File: config.mk
export PLATFORM = sky130hd
export DESIGN_NAME = mrbp_rx_port
export DESIGN_NICKNAME = d
export VERILOG_FILES = /design/src/mrbp_pkg.sv /design/src/mrbp_rx_port.sv
export VERILOG_INCLUDE_DIRS = /design/src
export SDC_FILE = /design/constraint.sdc
export NUM_CORES = 1
export LEC_CHECK = 0
export BUFFER_PORTS_ARGS = -buffer_cell sky130_fd_sc_hd__buf_2
export CAP_MARGIN = 20
export CELL_PAD_IN_SITES_DETAIL_PLACEMENT = 0
export CELL_PAD_IN_SITES_GLOBAL_PLACEMENT = 2
export CORE_MARGIN = 1
export CORE_UTILIZATION = 44
export CTS_BUF_LIST = sky130_fd_sc_hd__clkbuf_2 sky130_fd_sc_hd__clkbuf_4 sky130_fd_sc_hd__clkbuf_8
export DETAILED_ROUTE_END_ITERATION = 12
export PLACE_DENSITY_LB_ADDON = 0.1
export SYNTH_ARGS = -nofsm -noshare
export SYNTH_HDL_FRONTEND = slang
export SYNTH_SLANG_ARGS = --single-unit
File: constraint.sdc
create_clock -name pclk -period 7.7 [get_ports pclk]
set_clock_uncertainty 0.2 [all_clocks]
set_input_delay 0.77 -clock pclk [delete_from_list [all_inputs] [get_ports pclk]]
set_output_delay 0.77 -clock pclk [all_outputs]
set_load 0.02 [all_outputs]
File: src/mrbp_regs.svh
// Register map, field positions and timing constants of the receive byte port
`ifndef MRBP_REGS_SVH
`define MRBP_REGS_SVH
// ****************************************
// Register offsets and fields
// ****************************************
`define MRBP_CTRL_OFS      8'h00
`define MRBP_STAT_OFS      8'h04
`define MRBP_COUNT_OFS     8'h08
`define MRBP_CTRL_RST      32'h0000_0001
`define MRBP_CTRL_EN_BIT   0
`define MRBP_CTRL_MODE_LSB 1
`define MRBP_CTRL_MODE_MSB 2
`define MRBP_CTRL_OVS_BIT  5
// ****************************************
// Clock rates and line timing
// ****************************************
`define MRBP_CLK_HZ        40000000
`define MRBP_SLOW_HZ       2500000
`define MRBP_FAST_HZ       25000000
`define MRBP_IPG_BITS      96
`define MRBP_BITS_PER_NIB  4
`define MRBP_PRE_MIN       2
`define MRBP_PRE_NIB       4'h5
`define MRBP_SFD_NIB       4'hD
// ****************************************
// Frame limits and checks
// ****************************************
`define MRBP_MAX_LEN       1536
`define MRBP_LONG_LEN      14'h05EE
`define MRBP_MIN_LEN       14'h0040
`define MRBP_ADDR_BYTES    14'h0006
`define MRBP_BCAST_BYTE    8'hFF
`define MRBP_MIN_BYTES     14'h0003
`define MRBP_CRC_POLY      32'h04C1_1DB7
`define MRBP_CRC_INIT      32'hFFFF_FFFF
`define MRBP_CRC_RES       32'hC704_DD7B
// ****************************************
// Status word layout
// ****************************************
`define MRBP_ST_LEN_MSB    13
`define MRBP_ST_RUNT       14
`define MRBP_ST_OVER       15
`define MRBP_ST_VIO        16
`define MRBP_ST_DRIB       17
`define MRBP_ST_CRC        18
`define MRBP_ST_MCAST      19
`define MRBP_ST_BCAST      20
`define MRBP_ST_OK         21
`define MRBP_ST_PRIOR_CARRIER_EVENT_FLAG       22
`define MRBP_ST_RSV        23
`define MRBP_ST_LAST_IDX   2'h2
`endif

File: src/mrbp_pkg.sv
// Types shared by the receive byte port
package mrbp_pkg;
	// Line mode selecting the nibble clock rate
	typedef enum logic [1:0] {
		MRBP_SERIAL10,
		MRBP_CODED100,
		MRBP_MII_SLOW,
		MRBP_MII_FAST
	} mrbp_mode_t;
	// Nibble front end: preamble hunt and byte assembly
	typedef enum logic [1:0] {ASM_IDLE, ASM_PRE, ASM_DATA, ASM_DROP} mrbp_asm_t;
	// Output slot scheduler
	typedef enum logic [1:0] {SCH_IDLE, SCH_DATA, SCH_TAIL, SCH_STAT} mrbp_sch_t;
endpackage

File: src/mrbp_rx_port.sv
// Receive byte port of a 10/100 Ethernet MAC with APB control registers
`timescale 1ns/1ps
`include "mrbp_regs.svh"
module mrbp_rx_port #(
	parameter int CLK_HZ  = `MRBP_CLK_HZ,
	parameter int MAX_LEN = `MRBP_MAX_LEN
) (
	input  wire logic        pclk,
	input  wire logic        presetn,
	input  wire logic        clk_en,
	input  wire logic [7:0]  paddr,
	input  wire logic        psel,
	input  wire logic        penable,
	input  wire logic        pwrite,
	input  wire logic [31:0] pwdata,
	output logic      [31:0] prdata,
	output logic             pready,
	output logic             pslverr,
	input  wire logic [3:0]  rx_nibble,
	input  wire logic        rx_line_valid,
	input  wire logic        rx_line_error,
	input  wire logic        rx_carrier,
	output logic             rx_nibble_clock,
	output logic      [7:0]  rx_byte_bus,
	output logic             rx_byte_valid,
	output logic             rx_start_of_frame,
	output logic             rx_end_of_frame,
	output logic             rx_status_strobe
);
	// ****************************************
	// Derived counts and elaboration checks
	// ****************************************
	localparam int       SLOW_RAW = CLK_HZ / (2 * `MRBP_SLOW_HZ);
	localparam int       FAST_RAW = CLK_HZ / (2 * `MRBP_FAST_HZ);
	localparam logic [7:0] HALF_S = 8'(SLOW_RAW);
	localparam logic [7:0] HALF_F = 8'((FAST_RAW < 1) ? 1 : FAST_RAW);
	localparam logic [4:0] IPG_N  = 5'(`MRBP_IPG_BITS / `MRBP_BITS_PER_NIB);
	localparam logic [13:0] MAX_L = 14'(MAX_LEN);
	if (SLOW_RAW < 1 || SLOW_RAW > 255 || MAX_LEN < 64 || MAX_LEN > 16383) begin : g_bad
		$error("mrbp_rx_port: clock rate or length limit out of range");
	end

	// ****************************************
	// Control registers and APB slave
	// ****************************************
	logic [31:0] ctrl;
	logic [23:0] last_stat;
	logic [15:0] frame_cnt;
	logic        hit;
	logic        rx_en;
	logic        ovs_en;
	mrbp_pkg::mrbp_mode_t mode;

	assign rx_en  = ctrl[`MRBP_CTRL_EN_BIT];
	assign ovs_en = ctrl[`MRBP_CTRL_OVS_BIT];
	assign mode   = mrbp_pkg::mrbp_mode_t'(ctrl[`MRBP_CTRL_MODE_MSB:`MRBP_CTRL_MODE_LSB]);

	// Address decode
	always_comb begin
		if (paddr == `MRBP_CTRL_OFS) begin
			hit = 1'b1;
		end else if (paddr == `MRBP_STAT_OFS) begin
			hit = 1'b1;
		end else if (paddr == `MRBP_COUNT_OFS) begin
			hit = 1'b1;
		end else begin
			hit = 1'b0;
		end
	end

	// Zero wait states; unmapped access answers with an error
	assign pready  = 1'b1;
	assign pslverr = psel & penable & ~hit;

	// Control writes land in the access phase
	always_ff @(posedge pclk or negedge presetn) begin
		if (!presetn) begin
			ctrl <= `MRBP_CTRL_RST;
		end else if (clk_en && psel && penable && pwrite && paddr == `MRBP_CTRL_OFS) begin
			ctrl <= pwdata;
		end
	end

	// Read data captured in setup so it comes from a flip-flop
	always_ff @(posedge pclk or negedge presetn) begin
		if (!presetn) begin
			prdata <= 32'h0000_0000;
		end else if (clk_en && psel && !penable && !pwrite) begin
			if (paddr == `MRBP_CTRL_OFS) begin
				prdata <= ctrl;
			end else if (paddr == `MRBP_STAT_OFS) begin
				prdata <= {8'h00, last_stat};
			end else if (paddr == `MRBP_COUNT_OFS) begin
				prdata <= {16'h0000, frame_cnt};
			end else begin
				prdata <= 32'h0000_0000;
			end
		end
	end

	// ****************************************
	// Nibble clock generator
	// ****************************************
	logic [7:0] half_cnt;
	logic       nclk;
	logic       expire;
	logic       tick_rise;
	logic       tick_fall;
	logic       phase;
	logic       slot;
	logic [7:0] half_len;

	// Fast modes need the short half period
	assign half_len  = (mode == mrbp_pkg::MRBP_CODED100 || mode == mrbp_pkg::MRBP_MII_FAST)
		? HALF_F : HALF_S;
	assign expire    = (half_cnt >= half_len - 8'h01);
	assign tick_rise = expire & ~nclk;
	assign tick_fall = expire & nclk;
	assign slot      = tick_fall & phase;
	assign rx_nibble_clock = nclk;

	// Divider toggles the clock every half period
	always_ff @(posedge pclk or negedge presetn) begin
		if (!presetn) begin
			half_cnt <= 8'h00;
			nclk     <= 1'b0;
		end else if (clk_en) begin
			if (expire) begin
				half_cnt <= 8'h00;
				nclk     <= ~nclk;
			end else begin
				half_cnt <= half_cnt + 8'h01;
			end
		end
	end

	// Byte slots on every second falling edge
	always_ff @(posedge pclk or negedge presetn) begin
		if (!presetn) begin
			phase <= 1'b0;
		end else if (clk_en && tick_fall) begin
			phase <= ~phase;
		end
	end

	// ****************************************
	// Nibble front end
	// ****************************************
	mrbp_pkg::mrbp_asm_t asm_st;
	logic [4:0]  ipg_cnt;
	logic [3:0]  pre_cnt;
	logic [3:0]  lo_nib;
	logic        nib_hi;
	logic        byte_done;
	logic [7:0]  new_byte;
	logic        sfd_seen;
	logic        end_seen;
	logic        carrier_ev;
	logic        trunc;
	logic [31:0] crc;
	logic [13:0] len_cnt;
	logic        vio;
	logic        mcast;
	logic        bcast;
	logic        prior_carrier_event_flag;

	assign byte_done = tick_rise && asm_st == mrbp_pkg::ASM_DATA && rx_line_valid && nib_hi;
	assign new_byte  = {rx_nibble, lo_nib};
	assign sfd_seen  = tick_rise && asm_st == mrbp_pkg::ASM_PRE && rx_line_valid
		&& rx_nibble == `MRBP_SFD_NIB && pre_cnt >= 4'(`MRBP_PRE_MIN);
	assign end_seen  = tick_rise && asm_st == mrbp_pkg::ASM_DATA && !rx_line_valid;
	// Activity that never becomes a receive attempt
	assign carrier_ev = tick_rise && (
		(asm_st == mrbp_pkg::ASM_IDLE && !rx_line_valid && rx_carrier)
		|| (asm_st == mrbp_pkg::ASM_IDLE && rx_line_valid
			&& !(rx_en && ipg_cnt >= IPG_N && rx_nibble == `MRBP_PRE_NIB))
		|| (asm_st == mrbp_pkg::ASM_PRE && !sfd_seen
			&& !(rx_line_valid && rx_nibble == `MRBP_PRE_NIB)));

	// Gap counter runs while the line is quiet
	always_ff @(posedge pclk or negedge presetn) begin
		if (!presetn) begin
			ipg_cnt <= 5'h00;
		end else if (clk_en && tick_rise) begin
			if (rx_line_valid || rx_carrier) begin
				ipg_cnt <= 5'h00;
			end else if (ipg_cnt < IPG_N) begin
				ipg_cnt <= ipg_cnt + 5'h01;
			end
		end
	end

	// Preamble hunt, only after a full gap
	always_ff @(posedge pclk or negedge presetn) begin
		if (!presetn) begin
			asm_st  <= mrbp_pkg::ASM_IDLE;
			pre_cnt <= 4'h0;
		end else if (clk_en && trunc) begin
			asm_st <= mrbp_pkg::ASM_DROP;
		end else if (clk_en && tick_rise) begin
			case (asm_st)
				mrbp_pkg::ASM_IDLE: begin
					pre_cnt <= 4'h1;
					if (rx_line_valid) begin
						asm_st <= carrier_ev ? mrbp_pkg::ASM_DROP : mrbp_pkg::ASM_PRE;
					end
				end
				mrbp_pkg::ASM_PRE: begin
					if (sfd_seen) begin
						asm_st <= mrbp_pkg::ASM_DATA;
					end else if (!rx_line_valid) begin
						asm_st <= mrbp_pkg::ASM_IDLE;
					end else if (rx_nibble == `MRBP_PRE_NIB) begin
						pre_cnt <= (pre_cnt == 4'hF) ? pre_cnt : pre_cnt + 4'h1;
					end else begin
						asm_st <= mrbp_pkg::ASM_DROP;
					end
				end
				mrbp_pkg::ASM_DATA: begin
					if (!rx_line_valid) begin
						asm_st <= mrbp_pkg::ASM_IDLE;
					end
				end
				default: begin
					if (!rx_line_valid) begin
						asm_st <= mrbp_pkg::ASM_IDLE;
					end
				end
			endcase
		end
	end

	// CRC over nibbles, low bit first
	function automatic logic [31:0] crc_nib(input logic [31:0] c, input logic [3:0] d);
		logic [31:0] r;
		logic        fb;
		r = c;
		for (int i = 0; i < 4; i++) begin
			fb = r[31] ^ d[i];
			r  = {r[30:0], 1'b0} ^ (fb ? `MRBP_CRC_POLY : 32'h0000_0000);
		end
		return r;
	endfunction

	// Per-frame accumulators, cleared at the start delimiter
	always_ff @(posedge pclk or negedge presetn) begin
		if (!presetn) begin
			crc     <= `MRBP_CRC_INIT;
			len_cnt <= 14'h0000;
			lo_nib  <= 4'h0;
			nib_hi  <= 1'b0;
			vio     <= 1'b0;
			mcast   <= 1'b0;
			bcast   <= 1'b0;
		end else if (clk_en && sfd_seen) begin
			crc     <= `MRBP_CRC_INIT;
			len_cnt <= 14'h0000;
			nib_hi  <= 1'b0;
			vio     <= rx_line_error;
			mcast   <= 1'b0;
			bcast   <= 1'b1;
		end else if (clk_en && tick_rise && asm_st == mrbp_pkg::ASM_DATA && rx_line_valid) begin
			crc    <= crc_nib(crc, rx_nibble);
			lo_nib <= rx_nibble;
			nib_hi <= ~nib_hi;
			vio    <= vio | rx_line_error;
			if (byte_done) begin
				len_cnt <= (len_cnt == 14'h3FFF) ? len_cnt : len_cnt + 14'h0001;
				if (len_cnt == 14'h0000) begin
					mcast <= new_byte[0];
				end
				if (len_cnt < `MRBP_ADDR_BYTES && new_byte != `MRBP_BCAST_BYTE) begin
					bcast <= 1'b0;
				end
			end
		end
	end

	// ****************************************
	// Byte pipeline: pending and last byte
	// ****************************************
	mrbp_pkg::mrbp_sch_t sch_st;
	logic [7:0]  hold;
	logic        hold_v;
	logic [7:0]  pend;
	logic        pend_v;
	logic        frame_end;
	logic        take_pend;
	logic        take_hold;
	logic        to_stat;

	// One-byte lag lets the last byte be known before it leaves
	always_ff @(posedge pclk or negedge presetn) begin
		if (!presetn) begin
			hold   <= 8'h00;
			hold_v <= 1'b0;
			pend   <= 8'h00;
			pend_v <= 1'b0;
		end else if (clk_en) begin
			if (sfd_seen || trunc) begin
				hold_v <= 1'b0;
				pend_v <= 1'b0;
			end else if (byte_done) begin
				hold   <= new_byte;
				hold_v <= 1'b1;
				pend   <= hold;
				pend_v <= hold_v | (pend_v & ~take_pend);
			end else begin
				if (take_pend) begin
					pend_v <= 1'b0;
				end
				if (take_hold) begin
					hold_v <= 1'b0;
				end
			end
		end
	end

	// End marker waits for the scheduler; a new end wins over the clear
	always_ff @(posedge pclk or negedge presetn) begin
		if (!presetn) begin
			frame_end <= 1'b0;
		end else if (clk_en) begin
			frame_end <= end_seen | (frame_end & ~to_stat & ~sfd_seen);
		end
	end

	// Carrier event memory; an event in the clearing cycle survives
	always_ff @(posedge pclk or negedge presetn) begin
		if (!presetn) begin
			prior_carrier_event_flag <= 1'b0;
		end else if (clk_en) begin
			prior_carrier_event_flag <= carrier_ev | (prior_carrier_event_flag & ~to_stat);
		end
	end

	// ****************************************
	// Status word
	// ****************************************
	logic [23:0] next_stat;
	logic [13:0] st_len;
	logic        runt;
	logic        over;
	logic        drib;
	logic        crc_bad;

	always_comb begin
		st_len  = trunc ? MAX_L : len_cnt;
		runt    = len_cnt < `MRBP_MIN_LEN;
		over    = len_cnt > `MRBP_LONG_LEN;
		drib    = nib_hi;
		crc_bad = crc != `MRBP_CRC_RES;
		next_stat = 24'h00_0000;
		next_stat[`MRBP_ST_LEN_MSB:0] = st_len;
		next_stat[`MRBP_ST_RUNT]  = runt;
		next_stat[`MRBP_ST_OVER]  = over;
		next_stat[`MRBP_ST_VIO]   = vio;
		next_stat[`MRBP_ST_DRIB]  = drib;
		next_stat[`MRBP_ST_CRC]   = crc_bad;
		next_stat[`MRBP_ST_MCAST] = mcast & ~bcast;
		next_stat[`MRBP_ST_BCAST] = bcast & (len_cnt >= `MRBP_ADDR_BYTES);
		next_stat[`MRBP_ST_OK]    = ~(runt | over | vio | drib | crc_bad);
		next_stat[`MRBP_ST_PRIOR_CARRIER_EVENT_FLAG]  = prior_carrier_event_flag;
	end

	// ****************************************
	// Output slot scheduler
	// ****************************************
	logic [13:0] out_cnt;
	logic [1:0]  st_idx;
	logic [23:0] stat_word;
	logic        trunc_now;
	logic [13:0] cnt_prev;

	// Bytes already sent; a new frame must not reuse the previous total
	assign cnt_prev  = (sch_st == mrbp_pkg::SCH_IDLE) ? 14'h0000 : out_cnt;
	// Byte about to reach the limit while more data waits
	assign trunc_now = !ovs_en && cnt_prev + 14'h0001 >= MAX_L;
	assign take_pend = slot && pend_v
		&& (sch_st == mrbp_pkg::SCH_IDLE || sch_st == mrbp_pkg::SCH_DATA);
	assign take_hold = slot && !pend_v && frame_end && hold_v
		&& (sch_st == mrbp_pkg::SCH_IDLE || sch_st == mrbp_pkg::SCH_DATA);
	assign trunc     = take_pend && trunc_now;
	assign to_stat   = slot && (trunc
		|| (take_hold && cnt_prev + 14'h0001 >= `MRBP_MIN_BYTES)
		|| (sch_st == mrbp_pkg::SCH_TAIL && out_cnt + 14'h0001 >= `MRBP_MIN_BYTES));

	// Outputs move only on slots, so each value stands two periods
	always_ff @(posedge pclk or negedge presetn) begin
		if (!presetn) begin
			sch_st            <= mrbp_pkg::SCH_IDLE;
			out_cnt           <= 14'h0000;
			st_idx            <= 2'h0;
			stat_word         <= 24'h00_0000;
			rx_byte_bus       <= 8'h00;
			rx_byte_valid     <= 1'b0;
			rx_start_of_frame <= 1'b0;
			rx_end_of_frame   <= 1'b0;
			rx_status_strobe  <= 1'b0;
		end else if (clk_en && slot) begin
			rx_byte_valid     <= 1'b0;
			rx_start_of_frame <= 1'b0;
			rx_end_of_frame   <= 1'b0;
			rx_status_strobe  <= 1'b0;
			if (to_stat) begin
				stat_word <= next_stat;
				st_idx    <= 2'h0;
			end
			case (sch_st)
				mrbp_pkg::SCH_IDLE, mrbp_pkg::SCH_DATA: begin
					if (take_pend || take_hold) begin
						rx_byte_bus       <= take_pend ? pend : hold;
						rx_byte_valid     <= 1'b1;
						rx_start_of_frame <= sch_st == mrbp_pkg::SCH_IDLE;
						rx_end_of_frame   <= to_stat;
						out_cnt <= (sch_st == mrbp_pkg::SCH_IDLE) ? 14'h0001 : out_cnt + 14'h0001;
						if (to_stat) begin
							sch_st <= mrbp_pkg::SCH_STAT;
						end else if (take_hold) begin
							sch_st <= mrbp_pkg::SCH_TAIL;
						end else begin
							sch_st <= mrbp_pkg::SCH_DATA;
						end
					end
				end
				mrbp_pkg::SCH_TAIL: begin
					// Zero filler keeps short frames at the minimum
					rx_byte_bus     <= 8'h00;
					rx_byte_valid   <= 1'b1;
					rx_end_of_frame <= to_stat;
					out_cnt         <= out_cnt + 14'h0001;
					if (to_stat) begin
						sch_st <= mrbp_pkg::SCH_STAT;
					end
				end
				default: begin
					// Low byte first, valid held low
					rx_byte_bus      <= stat_word[8 * st_idx +: 8];
					rx_status_strobe <= 1'b1;
					st_idx           <= st_idx + 2'h1;
					if (st_idx == `MRBP_ST_LAST_IDX) begin
						sch_st <= mrbp_pkg::SCH_IDLE;
					end
				end
			endcase
		end
	end

	// Software view of the last status and frame count
	always_ff @(posedge pclk or negedge presetn) begin
		if (!presetn) begin
			last_stat <= 24'h00_0000;
			frame_cnt <= 16'h0000;
		end else if (clk_en && to_stat) begin
			last_stat <= next_stat;
			frame_cnt <= frame_cnt + 16'h0001;
		end
	end
endmodule

==> results.sh <==
export IMPL_outcome="finished, final reports clean"
export IMPL_cp_num_buf_inv=1
export IMPL_die_width_um=167
export IMPL_ir_worst_vdd_v=0.000270
export IMPL_final_setup_tns_ns=0
export IMPL_cts_sinks=251
export IMPL_avgSynthCellArea_sq_um=10.3
export IMPL_power_leakage_nw=6.36
export IMPL_synthesis_instances=1162
export IMPL_drv_slew=0
export IMPL_arrival_ns=4.38
export IMPL_ys_seq_elements=251
export IMPL_ys_warn_count=0
export IMPL_cts_repair_resized=0
export IMPL_h_tree_depth=2
export IMPL_wire_per_inst_um=18.3
export IMPL_cts_tree="yes"
export IMPL_startpoint_type="register"
export IMPL_antenna_found_initial=0
export IMPL_crit_slowest_cell="and2_1"
export IMPL_path_common_cell="a21oi_1"
export IMPL_reg2regPathDepth=10
export IMPL_gp_congestion=0.818
export IMPL_ys_async_sr_fraction_pct=100
export IMPL_setup_viol=0
export IMPL_root_buffer="clkbuf_8"
export IMPL_grt_setup_unrepaired="false"
export IMPL_gr_usage_all_layers_pct=21.6
export IMPL_die_y_um=167
export IMPL_worst_pin_slew_ns=0.905
export IMPL_via_count=8970
export IMPL_reg2reg_slack_ns=3.52
export IMPL_post_cts_buffers=0
export IMPL_dieArea_sq_um=27900
export IMPL_critPathLaunch="half_cnt[0]"
export IMPL_fin_crit_ns=4.18
export IMPL_overflow=0
export IMPL_ys_types=70
export IMPL_cp_required_ns=7.90
export IMPL_wl_um=29600
export IMPL_syn_nets=1228
export IMPL_clk_pin_slew_ns=0.06
export IMPL_power_density_nw_per_um2=282
export IMPL_fmax_mhz=239
export IMPL_p_total_mw=3.83
export IMPL_synthFlopType="dfrtp_1"
export IMPL_crit_family="simple AND/OR/NAND/NOR gates"
export IMPL_maxCapViolations=0
export IMPL_postRouteAntennaNets=0
export IMPL_hp_class="input port to async pin"
export IMPL_cp_max_fo=25
export IMPL_routed_via_density=5.55
export IMPL_n_antenna_cell=0
export IMPL_syn_area_sq_um=12000
export IMPL_first_global_vias=8739
export IMPL_cts_made_buffers=45
export IMPL_path_class="register to register"
export IMPL_rows=60
export IMPL_crit_cells=10
export IMPL_first_pass_iters=6
export IMPL_endpoint="stat_word[10]"
export IMPL_clk_latency_ns=0.56
export IMPL_slowest_delay_ns=0.83
export IMPL_hold_buffers=0
export IMPL_maxSlewHeadroom_pct=39.6
export IMPL_synth_edf_count=0
export IMPL_layout_nets=1313
export IMPL_area_delta_synth_final_pct=13.5
export IMPL_cts_path_max_buffers=3
export IMPL_crit_chain="inv_1 > ha_1 > nand2b_1 > a21oi_1 > o2111ai_1 > nand4_1 > a21oi_1 > and2_1 > nor2b_1 > a21oi_1"
export IMPL_post_route_period_util_pct=54.3
export IMPL_drt_iter0_drc=606
export IMPL_port_buffers=98
export IMPL_hpwl_um=19300
export IMPL_regToRegStartpoint="half_cnt[0]"
export IMPL_grt_max_degree=153
export IMPL_end_kind="register"
export IMPL_start_util_pct=44.7
export IMPL_hold_violations=0
export IMPL_core_sq_um=26800
export IMPL_drc_errors=0
export IMPL_grt_pass1_wl_um=48300
export IMPL_ios=100
export IMPL_r2r_end="stat_word[10]"
export IMPL_yosysSeqAreaShare_pct=52.8
export IMPL_drive_gt1_share_pct=23.2
-- registers in the layout, summed over array words and instances, names as in the netlist, 2 cells and up --
signal and cells:
frame_cnt 16, sch_st 2, hold 8, prdata 32
st_idx 2, lo_nib 4, ctrl 32, ipg_cnt 5
half_cnt 8, last_stat 23, len_cnt 14, rx_byte_bus 8
asm_st 2, pre_cnt 4, stat_word 23, pend 8
crc 32, out_cnt 14
-- synth_stat cells, types with 3 or more instances --
cell type,instances,area [sq um]
dfrtp_1,218,5460
nand2_1,124,465
nor2_1,104,390
a21oi_1,83,415
mux2_2,58,653
nor3_1,47,235
o21ai_0,47,235
clkbuf_1,44,165
nand3_1,44,220
xnor2_1,36,315
dfstp_2,33,867
xor2_1,30,263
a22o_1,28,245
inv_1,26,97.6
a221oi_1,23,201
mux2i_1,19,190
buf_2,15,75.1
o31ai_1,14,105
ha_1,13,163
nand4_1,13,81.3
nor4_1,13,81.3
and3_1,10,62.6
and2_1,9,56.3
nand2b_1,8,50.1
o22a_1,7,61.3
or3_1,7,43.8
buf_6,6,67.6
nor2b_1,6,37.5
a31oi_1,4,25.0
a41oi_1,4,35.0
and4_1,4,35.0
buf_4,4,30.0
mux2_1,4,45.0
nor4_2,4,50.1
a21o_1,3,22.5
nand4b_1,3,26.3
nor4b_1,3,26.3
or2_2,3,18.8
-- layout make-up --
| class | count | area, sq um |
|---|---|---|
| timing repair buffer | 109 | 596 |
| clock inverter | 9 | 60.1 |
| fill | 2550 | 13200 |
| clock buffer | 67 | 847 |
| inverter | 26 | 97.6 |
| sequential | 251 | 6320 |
| multi-input combinational | 814 | 5250 |
| tap | 341 | 427 |
-- stage by stage --
step	instances	utilization (%)	instance area (sq um)	hold WS, ns	worst slack (ns)
floorplan	1162	-	12000	0.241	4.69
global placement	1541	47.3	12700	0.244	3.65
detailed placement	1541	47.3	12700	0.251	3.53
CTS	1617	50.7	13600	0.0607	3.52
global route	1617	50.7	13600	0.112	3.10
finish	1617	50.7	13600	0.00676	3.52
-- cells in the final DEF, fill, tap and decap left out, types with 4 or more instances in the layout --
cell,instances
a21oi_1,83
a221oi_1,23
a22o_1,28
a31oi_1,4
a41oi_1,4
and2_1,8
and3_1,10
and4_1,4
buf_2,97
buf_4,10
clkbuf_4,12
clkbuf_8,55
clkinv_2,5
dfrtp_1,218
dfstp_2,33
ha_1,13
inv_1,26
mux2_1,4
mux2_2,58
mux2i_1,19
nand2_1,124
nand2b_1,8
nand3_1,44
nand4_1,13
nor2_1,104
nor2b_1,6
nor3_1,45
nor4_1,13
o21ai_0,47
o22a_1,7
o31ai_1,14
or3_1,7
xnor2_1,36
xor2_1,30
-- power by group --
group          leakage [nW]  internal, mW  switching (mW)  total, mW
Sequential             3.26          1.57           0.203       1.77
Clock                 0.481         0.703           0.561       1.26
Combinational          2.61         0.354           0.443      0.797
-- logic make-up (layout without fill, tap and decap cells) --
group                    count (synthesis)  after routing  share of synthesized area [%]
AO/OA/AOI/OAI                          241            241                           13.4
XOR/XNOR                                66             66                           4.83
adder cells (fa/ha/maj)                 13             13                           1.36
buffers and inverters                   97            211                           3.70
flip-flops                             251            251                           52.8
multiplexers                            82             82                           7.54
other                                    1              1                         0.0313
AND/OR/NAND/NOR                        411            411                           16.4
-- worst min-delay path by stage --
stage               depth (start not counted)       endpoint          start
floorplan                                   1  frame_cnt[15]  frame_cnt[15]
global placement                            2     prdata[24]     prdata[24]
detailed placement                          2     prdata[28]     prdata[28]
CTS                                         1      st_idx[1]        presetn
global route                                1     out_cnt[6]        presetn
finish                                      1     out_cnt[6]        presetn
-- worst register-to-register path, cell delays in order (launching register included) --
cell and delay, ns:
dfrtp_1 0.41, inv_1 0.09, ha_1 0.27, nand2b_1 0.09, a21oi_1 0.08, o2111ai_1 0.58, nand4_1 0.44, a21oi_1 0.69
and2_1 0.83, nor2b_1 0.30, a21oi_1 0.07
-- per-layer routing --
layer  routed length [um]  GRT usage, %  share of wire (%)
met1                15200          33.2                 51
met2                12600          31.1                 43
met3                 1230          3.47                4.1
met4                  558          6.04                1.9
met5                    0             0                  0
(Power assumes the default switching activity.)
